[src/hdl/cmf_pkg.sv]
package cmf_pkg;

	// Sizes and register port layout.
	localparam int CMF_MAX_FIFOS = 32;
	localparam int CMF_SLOT_W = 5;
	localparam int CMF_ADDR_W = 7;
	localparam logic [1:0] CMF_SEL_CTRL = 2'h0;
	localparam logic [1:0] CMF_SEL_INT = 2'h1;
	localparam logic [1:0] CMF_SEL_UPTR = 2'h2;
	localparam logic [2:0] CMF_MODE_CONFIG = 3'h4;

	// Control register field positions.
	localparam int CMF_B_SIZE_LO = 16;
	localparam int CMF_B_RESET = 14;
	localparam int CMF_B_ADVANCE = 13;
	localparam int CMF_B_PAYLOAD = 12;
	localparam int CMF_B_DIR = 7;
	localparam int CMF_B_ABORTED = 6;
	localparam int CMF_B_ARB_LOST = 5;
	localparam int CMF_B_SEND_ERR = 4;
	localparam int CMF_B_SEND_REQ = 3;
	localparam int CMF_B_RTR_EN = 2;
	localparam int CMF_B_PRIO_LO = 0;

	// Interrupt status register field positions.
	localparam int CMF_B_TX_HALF = 9;
	localparam int CMF_B_TX_EMPTY = 8;
	localparam int CMF_B_RX_OVFL = 3;
	localparam int CMF_B_RX_FULL = 2;
	localparam int CMF_B_RX_HALF = 1;
	localparam int CMF_B_RX_NEMPTY = 0;

	// Values after reset.
	localparam logic [4:0] CMF_DEPTH_RST = 5'h00;
	localparam logic [1:0] CMF_PRIO_RST = 2'h0;
	localparam logic [5:0] CMF_COUNT_RST = 6'h00;
	localparam logic [31:0] CMF_WORD_ZERO = 32'h0000_0000;

	// One event from the protocol engine, aimed at one FIFO.
	typedef struct packed {
		logic rx_store;
		logic tx_done;
		logic tx_abort;
		logic tx_arb_lost;
		logic tx_error;
		logic remote_req;
		logic [4:0] fifo;
	} cmf_eng_ev_t;

endpackage : cmf_pkg

[src/hdl/cmf_level.sv]
`timescale 1ns/10ps
module cmf_level (
	// Occupancy and configured depth.
	input wire logic [5:0] count,
	input wire logic [4:0] depth_code,
	// Level results.
	output logic empty,
	output logic full,
	output logic at_most_half,
	output logic at_least_half
);
	import cmf_pkg::*;

	logic [6:0] cap;
	logic [6:0] twice;

	always_comb begin
		cap = {2'h0, depth_code} + 7'h01;
		twice = {count, 1'b0};
		empty = (count == CMF_COUNT_RST);
		full = ({1'b0, count} == cap);
		at_most_half = (twice <= cap);
		at_least_half = (twice >= cap);
	end

endmodule : cmf_level

[src/hdl/cmf_tx_pick.sv]
`timescale 1ns/10ps
module cmf_tx_pick #(
	parameter int NUM_FIFOS = 32
) (
	// Candidates.
	input wire logic [NUM_FIFOS-1:0] ready,
	input wire logic [2*NUM_FIFOS-1:0] prio_flat,
	// Winner.
	output logic found,
	output logic [4:0] winner
);
	import cmf_pkg::*;

	logic [1:0] best;

	// Highest priority value wins; among equals the lowest index wins.
	always_comb begin
		found = 1'b0;
		winner = 5'h00;
		best = CMF_PRIO_RST;
		for (int i = 0; i < NUM_FIFOS; i++) begin
			if (ready[i] && (!found || prio_flat[2*i +: 2] > best)) begin
				found = 1'b1;
				best = prio_flat[2*i +: 2];
				winner = 5'(i);
			end
		end
	end

endmodule : cmf_tx_pick

[src/hdl/cmf_ctrl.sv]
// The address map and the plain strobed port are this design's own decisions.
`timescale 1ns/10ps
// Overview of operation
// - Depth is the 5-bit size code plus one, from one to thirty-two messages.
// - Writing one to reset flushes the FIFO, then hardware clears the bit; zero does nothing.
// - Transmit FIFO: writing the advance bit moves the head one slot.
// - Receive FIFO: writing the advance bit moves the tail one slot, freeing it.
// - Receive FIFO stores payload only when the option is set, else full message.
// - Transmit FIFO keeps the payload-only option stored and readable but gives it no effect.
// - Direction bit one means transmit, zero means receive; flags follow it.
// - Size code and payload option are writable only in configuration mode 100.
// - Send-aborted updates on completion, on abort, and on FIFO reset.
// - Arbitration-lost and send-error clear on control read and FIFO reset.
// - Transmit half-empty flag is one while occupancy is half capacity or less.
// - Transmit empty flag is one when nothing is queued.
// - Receive overflow flag sets when an incoming message finds no free slot.
// - Receive full flag is one while every slot is occupied.
// - Receive half-full flag is one while occupancy is at least half capacity.
// - Receive not-empty flag is one while at least one message is stored.
// - Flags of the opposite direction always read zero.
// - Level flags are read-only, ignore writes, and track occupancy continuously.
// - Unimplemented control bits read zero and ignore writes.
// - User pointer reads head for transmit, tail for receive.
module cmf_ctrl #(
	parameter int NUM_FIFOS = 32
) (
	// Clock and reset.
	input wire logic clk_sys,
	input wire logic rst,
	// Register port.
	input wire logic [cmf_pkg::CMF_ADDR_W-1:0] reg_addr,
	input wire logic [31:0] reg_wdata,
	input wire logic reg_wr,
	input wire logic reg_rd,
	output logic [31:0] reg_rdata,
	// Module operating mode.
	input wire logic [2:0] operating_mode_field,
	// Protocol engine.
	input wire cmf_pkg::cmf_eng_ev_t eng_ev,
	output logic tx_go,
	output logic [4:0] tx_fifo,
	output logic [31:0] payload_only_map
);
	import cmf_pkg::*;

	if (NUM_FIFOS < 1 || NUM_FIFOS > CMF_MAX_FIFOS) begin : g_bad_num
		$error("cmf_ctrl: NUM_FIFOS must lie between 1 and 32");
	end

	// Per-FIFO configuration.
	logic [4:0] depth_code [NUM_FIFOS];
	logic [NUM_FIFOS-1:0] queue_reset_request;
	logic [NUM_FIFOS-1:0] payload_only_store;
	logic [NUM_FIFOS-1:0] direction_select;
	logic [NUM_FIFOS-1:0] auto_remote_reply_enable;
	logic [1:0] send_priority [NUM_FIFOS];
	logic [NUM_FIFOS-1:0] send_request;

	// Per-FIFO status.
	logic [NUM_FIFOS-1:0] send_aborted;
	logic [NUM_FIFOS-1:0] arbitration_lost;
	logic [NUM_FIFOS-1:0] send_error;
	logic [NUM_FIFOS-1:0] rx_overflow_flag;

	// Per-FIFO pointers and occupancy.
	logic [4:0] queue_user_pointer [NUM_FIFOS];
	logic [4:0] engine_pointer [NUM_FIFOS];
	logic [5:0] count [NUM_FIFOS];

	// Level results and per-cycle strobes.
	logic [NUM_FIFOS-1:0] lvl_empty;
	logic [NUM_FIFOS-1:0] lvl_full;
	logic [NUM_FIFOS-1:0] lvl_le_half;
	logic [NUM_FIFOS-1:0] lvl_ge_half;
	logic [NUM_FIFOS-1:0] wr_ctrl;
	logic [NUM_FIFOS-1:0] wr_int;
	logic [NUM_FIFOS-1:0] rd_ctrl;
	logic [NUM_FIFOS-1:0] flush;
	logic [NUM_FIFOS-1:0] advance;
	logic [NUM_FIFOS-1:0] rx_in;
	logic [NUM_FIFOS-1:0] tx_end;
	logic [NUM_FIFOS-1:0] cnt_inc;
	logic [NUM_FIFOS-1:0] cnt_dec;
	logic [NUM_FIFOS-1:0] pick_ready;
	logic [2*NUM_FIFOS-1:0] prio_flat;
	logic [31:0] rd_word;
	logic pick_found;
	logic [4:0] pick_winner;
	logic [4:0] acc_idx;
	logic [1:0] acc_sel;
	logic cfg_mode;

	// Wraps a slot index at the configured depth.
	function automatic logic [4:0] next_slot(input logic [4:0] slot, input logic [4:0] depth);
		next_slot = (slot == depth) ? 5'h00 : slot + 5'h01;
	endfunction : next_slot

	assign acc_idx = reg_addr[CMF_ADDR_W-1:2];
	assign acc_sel = reg_addr[1:0];
	assign cfg_mode = (operating_mode_field == CMF_MODE_CONFIG);

	for (genvar g = 0; g < NUM_FIFOS; g++) begin : g_level
		cmf_level u_level (
			.count(count[g]),
			.depth_code(depth_code[g]),
			.empty(lvl_empty[g]),
			.full(lvl_full[g]),
			.at_most_half(lvl_le_half[g]),
			.at_least_half(lvl_ge_half[g])
		);
	end

	// Strobes for each FIFO.
	always_comb begin
		for (int i = 0; i < NUM_FIFOS; i++) begin
			wr_ctrl[i] = reg_wr && (acc_sel == CMF_SEL_CTRL) && (acc_idx == 5'(i));
			wr_int[i] = reg_wr && (acc_sel == CMF_SEL_INT) && (acc_idx == 5'(i));
			rd_ctrl[i] = reg_rd && (acc_sel == CMF_SEL_CTRL) && (acc_idx == 5'(i));
			flush[i] = queue_reset_request[i];
			advance[i] = wr_ctrl[i] && reg_wdata[CMF_B_ADVANCE] && !flush[i];
			rx_in[i] = eng_ev.rx_store && (eng_ev.fifo == 5'(i)) && !direction_select[i]
				&& !flush[i];
			tx_end[i] = (eng_ev.tx_done || eng_ev.tx_abort) && (eng_ev.fifo == 5'(i))
				&& direction_select[i] && !flush[i];
			if (direction_select[i]) begin
				cnt_inc[i] = advance[i] && !lvl_full[i];
				cnt_dec[i] = tx_end[i] && eng_ev.tx_done && !lvl_empty[i];
			end else begin
				cnt_inc[i] = rx_in[i] && !lvl_full[i];
				cnt_dec[i] = advance[i] && !lvl_empty[i];
			end
			pick_ready[i] = direction_select[i] && send_request[i] && !lvl_empty[i]
				&& !flush[i];
			prio_flat[2*i +: 2] = send_priority[i];
		end
	end

	// Configuration fields; size and payload option only in configuration mode.
	always_ff @(posedge clk_sys or posedge rst) begin
		if (rst) begin
			for (int i = 0; i < NUM_FIFOS; i++) begin
				depth_code[i] <= CMF_DEPTH_RST;
				send_priority[i] <= CMF_PRIO_RST;
			end
			queue_reset_request <= '0;
			payload_only_store <= '0;
			direction_select <= '0;
			auto_remote_reply_enable <= '0;
		end else begin
			for (int i = 0; i < NUM_FIFOS; i++) begin
				if (wr_ctrl[i]) begin
					if (cfg_mode) begin
						depth_code[i] <= reg_wdata[CMF_B_SIZE_LO +: 5];
						payload_only_store[i] <= reg_wdata[CMF_B_PAYLOAD];
					end
					direction_select[i] <= reg_wdata[CMF_B_DIR];
					auto_remote_reply_enable[i] <= reg_wdata[CMF_B_RTR_EN];
					send_priority[i] <= reg_wdata[CMF_B_PRIO_LO +: 2];
				end
				// The flush takes one cycle, then the bit drops by itself.
				if (flush[i]) begin
					queue_reset_request[i] <= 1'b0;
				end else if (wr_ctrl[i] && reg_wdata[CMF_B_RESET]) begin
					queue_reset_request[i] <= 1'b1;
				end
			end
		end
	end

	// Send request: set by software or by a matching remote frame, cleared once empty.
	always_ff @(posedge clk_sys or posedge rst) begin
		if (rst) begin
			send_request <= '0;
		end else begin
			for (int i = 0; i < NUM_FIFOS; i++) begin
				if (flush[i] || !direction_select[i]) begin
					send_request[i] <= 1'b0;
				end else if (eng_ev.remote_req && (eng_ev.fifo == 5'(i))
					&& auto_remote_reply_enable[i]) begin
					send_request[i] <= 1'b1;
				end else if (wr_ctrl[i]) begin
					send_request[i] <= reg_wdata[CMF_B_SEND_REQ];
				end else if (cnt_dec[i] && !cnt_inc[i] && count[i] == 6'h01) begin
					send_request[i] <= 1'b0;
				end
			end
		end
	end

	// Transmit outcome and receive overflow flags; an event beats a clearing read or interrupt-register write.
	always_ff @(posedge clk_sys or posedge rst) begin
		if (rst) begin
			send_aborted <= '0;
			arbitration_lost <= '0;
			send_error <= '0;
			rx_overflow_flag <= '0;
		end else begin
			for (int i = 0; i < NUM_FIFOS; i++) begin
				if (flush[i]) begin
					send_aborted[i] <= 1'b0;
					arbitration_lost[i] <= 1'b0;
					send_error[i] <= 1'b0;
					rx_overflow_flag[i] <= 1'b0;
				end else begin
					if (tx_end[i]) begin
						send_aborted[i] <= eng_ev.tx_abort;
					end
					if (tx_end[i] && eng_ev.tx_arb_lost) begin
						arbitration_lost[i] <= 1'b1;
					end else if (rd_ctrl[i]) begin
						arbitration_lost[i] <= 1'b0;
					end
					if (tx_end[i] && eng_ev.tx_error) begin
						send_error[i] <= 1'b1;
					end else if (rd_ctrl[i]) begin
						send_error[i] <= 1'b0;
					end
					if (rx_in[i] && lvl_full[i]) begin
						rx_overflow_flag[i] <= 1'b1;
					end else if (wr_int[i] && !reg_wdata[CMF_B_RX_OVFL]) begin
						rx_overflow_flag[i] <= 1'b0;
					end
				end
			end
		end
	end

	// Pointers and occupancy.
	always_ff @(posedge clk_sys or posedge rst) begin
		if (rst) begin
			for (int i = 0; i < NUM_FIFOS; i++) begin
				queue_user_pointer[i] <= 5'h00;
				engine_pointer[i] <= 5'h00;
				count[i] <= CMF_COUNT_RST;
			end
		end else begin
			for (int i = 0; i < NUM_FIFOS; i++) begin
				if (flush[i]) begin
					queue_user_pointer[i] <= 5'h00;
					engine_pointer[i] <= 5'h00;
					count[i] <= CMF_COUNT_RST;
				end else begin
					if (direction_select[i] ? cnt_inc[i] : cnt_dec[i]) begin
						queue_user_pointer[i] <= next_slot(queue_user_pointer[i],
							depth_code[i]);
					end
					if (direction_select[i] ? cnt_dec[i] : cnt_inc[i]) begin
						engine_pointer[i] <= next_slot(engine_pointer[i], depth_code[i]);
					end
					if (cnt_inc[i] && !cnt_dec[i]) begin
						count[i] <= count[i] + 6'h01;
					end else if (cnt_dec[i] && !cnt_inc[i]) begin
						count[i] <= count[i] - 6'h01;
					end
				end
			end
		end
	end

	// Read word assembly; unimplemented and opposite-direction bits stay zero.
	always_comb begin
		rd_word = CMF_WORD_ZERO;
		for (int i = 0; i < NUM_FIFOS; i++) begin
			if (acc_idx == 5'(i)) begin
				unique case (acc_sel)
					CMF_SEL_CTRL: begin
						rd_word[CMF_B_SIZE_LO +: 5] = depth_code[i];
						rd_word[CMF_B_RESET] = queue_reset_request[i];
						rd_word[CMF_B_PAYLOAD] = payload_only_store[i];
						rd_word[CMF_B_DIR] = direction_select[i];
						rd_word[CMF_B_ABORTED] = send_aborted[i];
						rd_word[CMF_B_ARB_LOST] = arbitration_lost[i];
						rd_word[CMF_B_SEND_ERR] = send_error[i];
						rd_word[CMF_B_SEND_REQ] = send_request[i];
						rd_word[CMF_B_RTR_EN] = auto_remote_reply_enable[i];
						rd_word[CMF_B_PRIO_LO +: 2] = send_priority[i];
					end
					CMF_SEL_INT: begin
						if (direction_select[i]) begin
							rd_word[CMF_B_TX_HALF] = lvl_le_half[i];
							rd_word[CMF_B_TX_EMPTY] = lvl_empty[i];
						end else begin
							rd_word[CMF_B_RX_OVFL] = rx_overflow_flag[i];
							rd_word[CMF_B_RX_FULL] = lvl_full[i];
							rd_word[CMF_B_RX_HALF] = lvl_ge_half[i];
							rd_word[CMF_B_RX_NEMPTY] = !lvl_empty[i];
						end
					end
					CMF_SEL_UPTR: begin
						rd_word[4:0] = queue_user_pointer[i];
					end
					default: begin
						rd_word = CMF_WORD_ZERO;
					end
				endcase
			end
		end
	end

	// Read data stands only in the cycle after the read strobe.
	always_ff @(posedge clk_sys or posedge rst) begin
		if (rst) begin
			reg_rdata <= CMF_WORD_ZERO;
		end else begin
			reg_rdata <= reg_rd ? rd_word : CMF_WORD_ZERO;
		end
	end

	cmf_tx_pick #(
		.NUM_FIFOS(NUM_FIFOS)
	) u_pick (
		.ready(pick_ready),
		.prio_flat(prio_flat),
		.found(pick_found),
		.winner(pick_winner)
	);

	// Transmit selection offered to the protocol engine.
	always_ff @(posedge clk_sys or posedge rst) begin
		if (rst) begin
			tx_go <= 1'b0;
			tx_fifo <= 5'h00;
		end else begin
			tx_go <= pick_found;
			tx_fifo <= pick_winner;
		end
	end

	// Storage format per FIFO; transmit FIFOs never see the payload option.
	always_ff @(posedge clk_sys or posedge rst) begin
		if (rst) begin
			payload_only_map <= CMF_WORD_ZERO;
		end else begin
			payload_only_map <= CMF_WORD_ZERO;
			payload_only_map[NUM_FIFOS-1:0] <= payload_only_store & ~direction_select;
		end
	end

endmodule : cmf_ctrl

[config.mk]
export PLATFORM = sky130hd
export DESIGN_NAME = cmf_ctrl
export DESIGN_NICKNAME = d
export VERILOG_FILES = /design/src/hdl/cmf_pkg.sv /design/src/hdl/cmf_level.sv /design/src/hdl/cmf_tx_pick.sv /design/src/hdl/cmf_ctrl.sv
export SDC_FILE = /design/constraint.sdc
export NUM_CORES = 2
export LEC_CHECK = 0
export BUFFER_PORTS_ARGS = -buffer_cell sky130_fd_sc_hd__buf_2
export CAP_MARGIN = 20
export CORE_AREA = 4 4 429 431
export DETAILED_ROUTE_END_ITERATION = 7
export DIE_AREA = 0 0 433 435
export PLACE_DENSITY = 0.55
export SYNTH_ARGS = -nofsm -noshare
export SYNTH_HDL_FRONTEND = slang
export SYNTH_HIERARCHICAL = 1
export SYNTH_SLANG_ARGS = --single-unit
[constraint.sdc]
create_clock -name clk_sys -period 52.1 [get_ports clk_sys]
set_input_delay 10.42 -clock clk_sys [delete_from_list [all_inputs] [get_ports clk_sys]]
set_output_delay 10.42 -clock clk_sys [all_outputs]
set_load 0.1 [all_outputs]
# Word-level counts from Yosys, hierarchy flattened
# Cells that the tools add are included.
[totals]
register_bits = 934
in_bits = 57
output_inout_bits = 70
[classes]
add_sub_neg = 128
n_lt_le_gt_ge = 95
eq_ne = 161
n_mux = 1339
bitwise = 2
n_reduce_logical = 1544
[op_table]
columns = ["op", "n"]
rows = [
  ["2-to-1 mux 32 bit", 32],
  ["logical AND 1 bit", 962],
  ["2-to-1 mux 1 bit", 705],
  ["2-to-1 mux 6 bit", 96],
  ["2-to-1 mux 5 bit", 113],
  ["case mux 4 bit (3 select lines)", 32],
  ["nonzero test 3 bit", 128],
  ["2-to-1 mux 11 bit", 31],
  ["case mux 5 bit (2 select lines)", 31],
  ["== test 6 x 7 -> 1 bit", 32],
  ["greater-or-equal comparator 7 bit", 32],
  ["<= comparator 7 bit", 32],
  ["logical NOT 1 bit", 224],
  ["2-to-1 mux 2 bit", 97],
  ["adder 5 x 1 -> 6 bit, second input constant", 32],
  ["adder 6 x 1 -> 6 bit, second input constant", 32],
  ["== test 6 x 1 -> 1 bit, second input constant", 32],
  ["logical NOT 6 bit", 32],
  ["subtractor 6 x 1 -> 6 bit, second input constant", 32],
  ["case mux 3 bit (2 select lines)", 31],
  ["adder 5 x 1 -> 5 bit, second input constant", 32],
  ["== test 5 bit", 32],
  ["== test 5 bit, second input constant", 32],
  ["2-to-1 mux 4 bit", 40],
  ["23 further kinds", 395],
]

# Longest topological paths before layout
[depth]
ltp_word = 129
ltp_mapped = 208
ltp_nobuf = 208

# Cells and area by module
# Netlist, hierarchy kept.
[by_module_without_submodules]
columns = ["mod", "n_inst", "cells_each", "area_each_um2"]
rows = [
  ["cmf_ctrl", 1, 5923, 55328.1],
  ["cmf_level", 32, 38, 297.8],
  ["cmf_tx_pick", 1, 472, 3244.4],
]

# Worst setup path after synthesis
# Ideal clock, no wire load.
[synth_path]
path_type = "register to register"
start = "register count[190] (netlist name)"
end = "register tx_fifo[4]"
t_arrival_ns = 36.638
setup_slack_ns = 15.332
stages_incl_launch_ff = 199
n_path_buf = 0
path_cell_list = "dfrtp_1 or4_1 nor3_1 nor3_1 nand2_1 ha_1 and3_1 a21o_1 nand2b_1 mux2_4 ha_1 nor2_1 a21oi_1 a211o_1 o21a_1 ha_1 nor3b_1 o211ai_1 [163 not listed] ha_1 nor2_1 maj3_1 o21ai_2 mux2_2 ha_1 nor2b_1 o21ai_0 a21boi_2 nand2_1 o21a_1 ha_1 a21oi_1 a21oi_1 o21a_1 nor2_1 and4b_1 nand2_1"
[synth_between]
elab_chain_len = 129
[synth_rtl]
columns = ["item", "line_no", "source"]
rows = [
  ["from (decl)", "cmf_ctrl.sv:68", "logic [5:0] count [NUM_FIFOS];"],
  ["from (signal, indexed assignment)", "cmf_ctrl.sv:251", "count[i] <= count[i] + 6'h01;"],
  ["from (signal, indexed assignment)", "cmf_ctrl.sv:253", "count[i] <= count[i] - 6'h01;"],
  ["logical NOT 6 bit *", "cmf_level.sv:20", "empty = (count == CMF_COUNT_RST);"],
  ["net lvl_empty[0]", "cmf_ctrl.sv:71", "logic [NUM_FIFOS-1:0] lvl_empty;"],
  ["logical NOT 1 bit *", "cmf_ctrl.sv:132", "pick_ready[i] = direction_select[i] && send_request[i] && !lvl_empty[i]"],
  ["logical AND 1 bit *", "cmf_ctrl.sv:132", ""],
  ["logical AND 1 bit *", "cmf_ctrl.sv:133", "&& !flush[i];"],
  ["net pick_ready[0]", "cmf_ctrl.sv:84", "logic [NUM_FIFOS-1:0] pick_ready;"],
  ["2-to-1 mux 2 bit or 2-to-1 mux 1 bit (tied branches)", "cmf_tx_pick.sv:22", "if (ready[i] && (!found || prio_flat[2*i +: 2] > best)) begin"],
  ["greater-than comparator 2 bit or logical NOT 1 bit (tied branches)", "cmf_tx_pick.sv:22", ""],
  ["[116 not listed]", "--", ""],
  ["logical OR 1 bit", "cmf_tx_pick.sv:22", ""],
  ["logical AND 1 bit", "cmf_tx_pick.sv:22", ""],
  ["2-to-1 mux 2 bit or 2-to-1 mux 1 bit (tied branches)", "cmf_tx_pick.sv:22", ""],
  ["greater-than comparator 2 bit or logical NOT 1 bit (tied branches)", "cmf_tx_pick.sv:22", ""],
  ["logical OR 1 bit", "cmf_tx_pick.sv:22", ""],
  ["logical AND 1 bit", "cmf_tx_pick.sv:22", ""],
  ["2-to-1 mux 5 bit *", "cmf_tx_pick.sv:22", ""],
  ["net pick_winner[4]", "cmf_ctrl.sv:88", "logic [4:0] pick_winner;"],
  ["to (signal assigned)", "cmf_ctrl.sv:325", "tx_fifo <= pick_winner;"],
  ["to (decl)", "cmf_ctrl.sv:41", "output logic [4:0] tx_fifo,"],
]
# Mark *: on every way through the listed nets, which the timed path passes. The rest lies on a longest branch.
# A chain may end at the register's enable or synchronous reset.

# Worst setup path in the final report
# Same ends and word-level chain as after synthesis.

==> results.json <==
{
  "outcome": "finished with violations",
  "violations": "design-rule violations, max-slew violations",
  "cp-start-kind": "flip-flop",
  "clkTransAtPathRegs_ps": 70,
  "reg2reg_to": "tx_fifo[4]$_DFF_PP0_",
  "r2r-start": "count[190]$_DFFE_PP0P_",
  "setup_tns_ps": 0,
  "routed_via_density": 6.69,
  "min-delay-start": "arbitration_lost[21]$_DFFE_PP0P_",
  "setup_viol": 0,
  "arrival_ps": 46300,
  "synth-edff-count": 0,
  "antenna_found_initial": 43,
  "htreeDepth": 3,
  "slew_viol_final": 1,
  "grt_pass1_vias": 62000,
  "hold-path-cell-count": 1,
  "regArea_mm2": 0.0230,
  "skew_ps": 51.9,
  "drive_gt1_frac": 0.133,
  "max_slew_margin": -0.0229,
  "p_leak_nw": 32.8,
  "drt-pass1-iter-count": 8,
  "num_io_pins": 127,
  "root_buffer": "clkbuf_16",
  "crit_top_cell": "nor2_1",
  "period_minus_slack_ps": 45600,
  "dp_hpwl_mm": 257,
  "critPathMaxStageDelay_ps": 610,
  "ys_seq_area_frac": 0.338,
  "cts_setup_buffers": 0,
  "drt_wl_total_mm": 351,
  "row_count": 156,
  "antenna_left": 0,
  "rsz0062_at_grt": "no",
  "stdcell_count": 10100,
  "critPathKind": "reg -> reg",
  "fmax_ghz": 0.0219,
  "wire_per_inst_um": 34.8,
  "postSynthAreaPerCell_um2": 8.95,
  "multi_input_area_mm2": 0.0428,
  "die_area_mm2": 0.188,
  "endpoint_kind": "flip-flop",
  "coreArea_mm2": 0.180,
  "pwr_density_cell_mw_per_mm2": 32.3,
  "numCtsBuffers": 116,
  "worstSkewPairLatency_ps": 830,
  "grt_use_total": 0.360,
  "ctsResizeCount": 0,
  "cts.sinks": 919,
  "ys_seq_elements": 919,
  "synth-warning-count": 6,
  "synth_top_area_frac": 0.338,
  "async_flop_share": 1.00,
  "io_buffers": 92,
  "holdPathEnd": "arbitration_lost[21]$_DFFE_PP0P_",
  "ir_drop_v": 0.0000312,
  "synth_area_leaders": "dfrtp_1, ha_1, mux2_2, xor2_1, nand2_1",
  "finalHoldViolations": 0,
  "num-nets-final": 8005,
  "reg2regPathDepth": 198,
  "cp_data_required_time_ps": 52800,
  "synth_area_mm2": 0.0681,
  "hold_ws_ps": 494,
  "syn_inst": 7611,
  "cap_violations": 0,
  "place.gp.congestion": 1.09,
  "place_ws_ps": 7990,
  "area_delta_synth_final_pct": 10.9,
  "drt_first_iter_violations": 10100,
  "start_util": 0.378,
  "r2r_slack_ps": 6500,
  "die_w_um": 433,
  "clk_path_buf_depth": 3,
  "dominantRegCellSynth": "dfrtp_1",
  "hp-class": "reg -> reg",
  "period_share": 0.875,
  "drc": 58,
  "cpMaxStageDelayCell": "nor3_1",
  "fillers": 17900,
  "grt_pass1_wl_mm": 488,
  "die_h_um": 435,
  "cp_max_fo": 10,
  "worst_pin_slew_ps": 1530,
  "cts_hold_buf": 0,
  "cts_tree": "built",
  "via_count": 67500,
  "synth_cell_types": 123,
  "synth_top_area_cell": "dfrtp_1",
  "fin_ws_ps": 6500,
  "grt_max_degree": 154,
  "grt_overflow_total": 0,
  "dp_cells": 9835
}
worst max path at each step:
stage | from | end | slack (ps) | depth (start not counted)
final | count[190]$_DFFE_PP0P_ | tx_fifo[4]$_DFF_PP0_ | 6500 | 198
after global placement | count[190]$_DFFE_PP0P_ | tx_fifo[4]$_DFF_PP0_ | 7490 | 198
after detailed placement | count[190]$_DFFE_PP0P_ | tx_fifo[4]$_DFF_PP0_ | 7990 | 198
after floorplan | count[190]$_DFFE_PP0P_ | tx_fifo[4]$_DFF_PP0_ | 15330 | 198
after CTS | count[190]$_DFFE_PP0P_ | tx_fifo[4]$_DFF_PP0_ | 7860 | 199
after global routing | count[190]$_DFFE_PP0P_ | tx_fifo[4]$_DFF_PP0_ | 4190 | 200
cell type report:
class	count	share of cell area
repair buffers	241	0.0219
well taps	2370	0.0393
inverters	251	0.0126
clock buffers	156	0.0440
flip-flops and latches	919	0.305
diodes	32	0.00106
clock inverters	60	0.00940
multi-input cells	6061	0.567
cell families (layout without fill, tap and decap cells):
family          count (synthesis)  after routing  share of synthesized area
compound gates               1758           1758                      0.189
xor+xnor                      553            553                     0.0746
fa+ha+maj                     362            362                     0.0664
buf+inv                       645            708                     0.0375
flops                         919            919                      0.338
mux                           351            351                     0.0571
other cells                     1             47                  0.0000551
simple gates                 3022           3022                      0.237
state kept, by name (all words and copies together) (netlist names), 64 cells and up:
register and flops:
depth_code 160, prio_flat 64, count 192, queue_user_pointer 160
cell usage after synthesis, types with 195 or more instances:
cell	count
inv_1	249
xor2_1	308
xnor2_1	213
nor2b_1	243
clkbuf_1	299
nor3_1	195
nand3_1	342
a21oi_1	268
nand2_1	671
mux2_2	283
nor2_1	513
ha_1	358
dfrtp_1	919
o21ai_0	280
stage by stage:
step                      power (mW)   util  cell area, um2
after global placement          1.54  0.396           71300
after detailed placement        1.56  0.396           71300
after global routing            2.55  0.419           75500
final                           2.44  0.419           75500
after CTS                       2.43  0.418           75400
after floorplan                 1.31      -           68200
routing by layer:
metal  global-route usage  wire length, um
met1                0.467           140000
met2                0.510           144000
met3                0.112            38100
met4                0.248            29300
met5             0.000256              195
placed cells by master, fill, tap and decap left out, types with 192 or more instances in the layout:
cell,synthesis,routed
mux2_2,283,283
nor2_1,513,508
inv_1,249,248
dfrtp_1,919,919
xor2_1,308,308
xnor2_1,213,213
nor3_1,195,192
nor2b_1,243,238
nand2_1,671,668
ha_1,358,354
o21ai_0,280,280
nand3_1,342,341
a21oi_1,268,268
worst max-delay path: cells and delay by family, from the launching register on:
family	cells	cell delay, ps
flops	1	460
simple gates	63	10820
mux	11	4060
compound gates	85	20150
buf+inv	5	570
fa+ha+maj	34	9420
power by group:
group | switching (mW) | internal [mW] | leakage, nW | total, mW
registers | 0.137 | 0.769 | 12.5 | 0.906
clock network | 0.365 | 0.504 | 2.00 | 0.869
logic | 0.415 | 0.252 | 18.3 | 0.667
(Power assumes the default switching activity.)
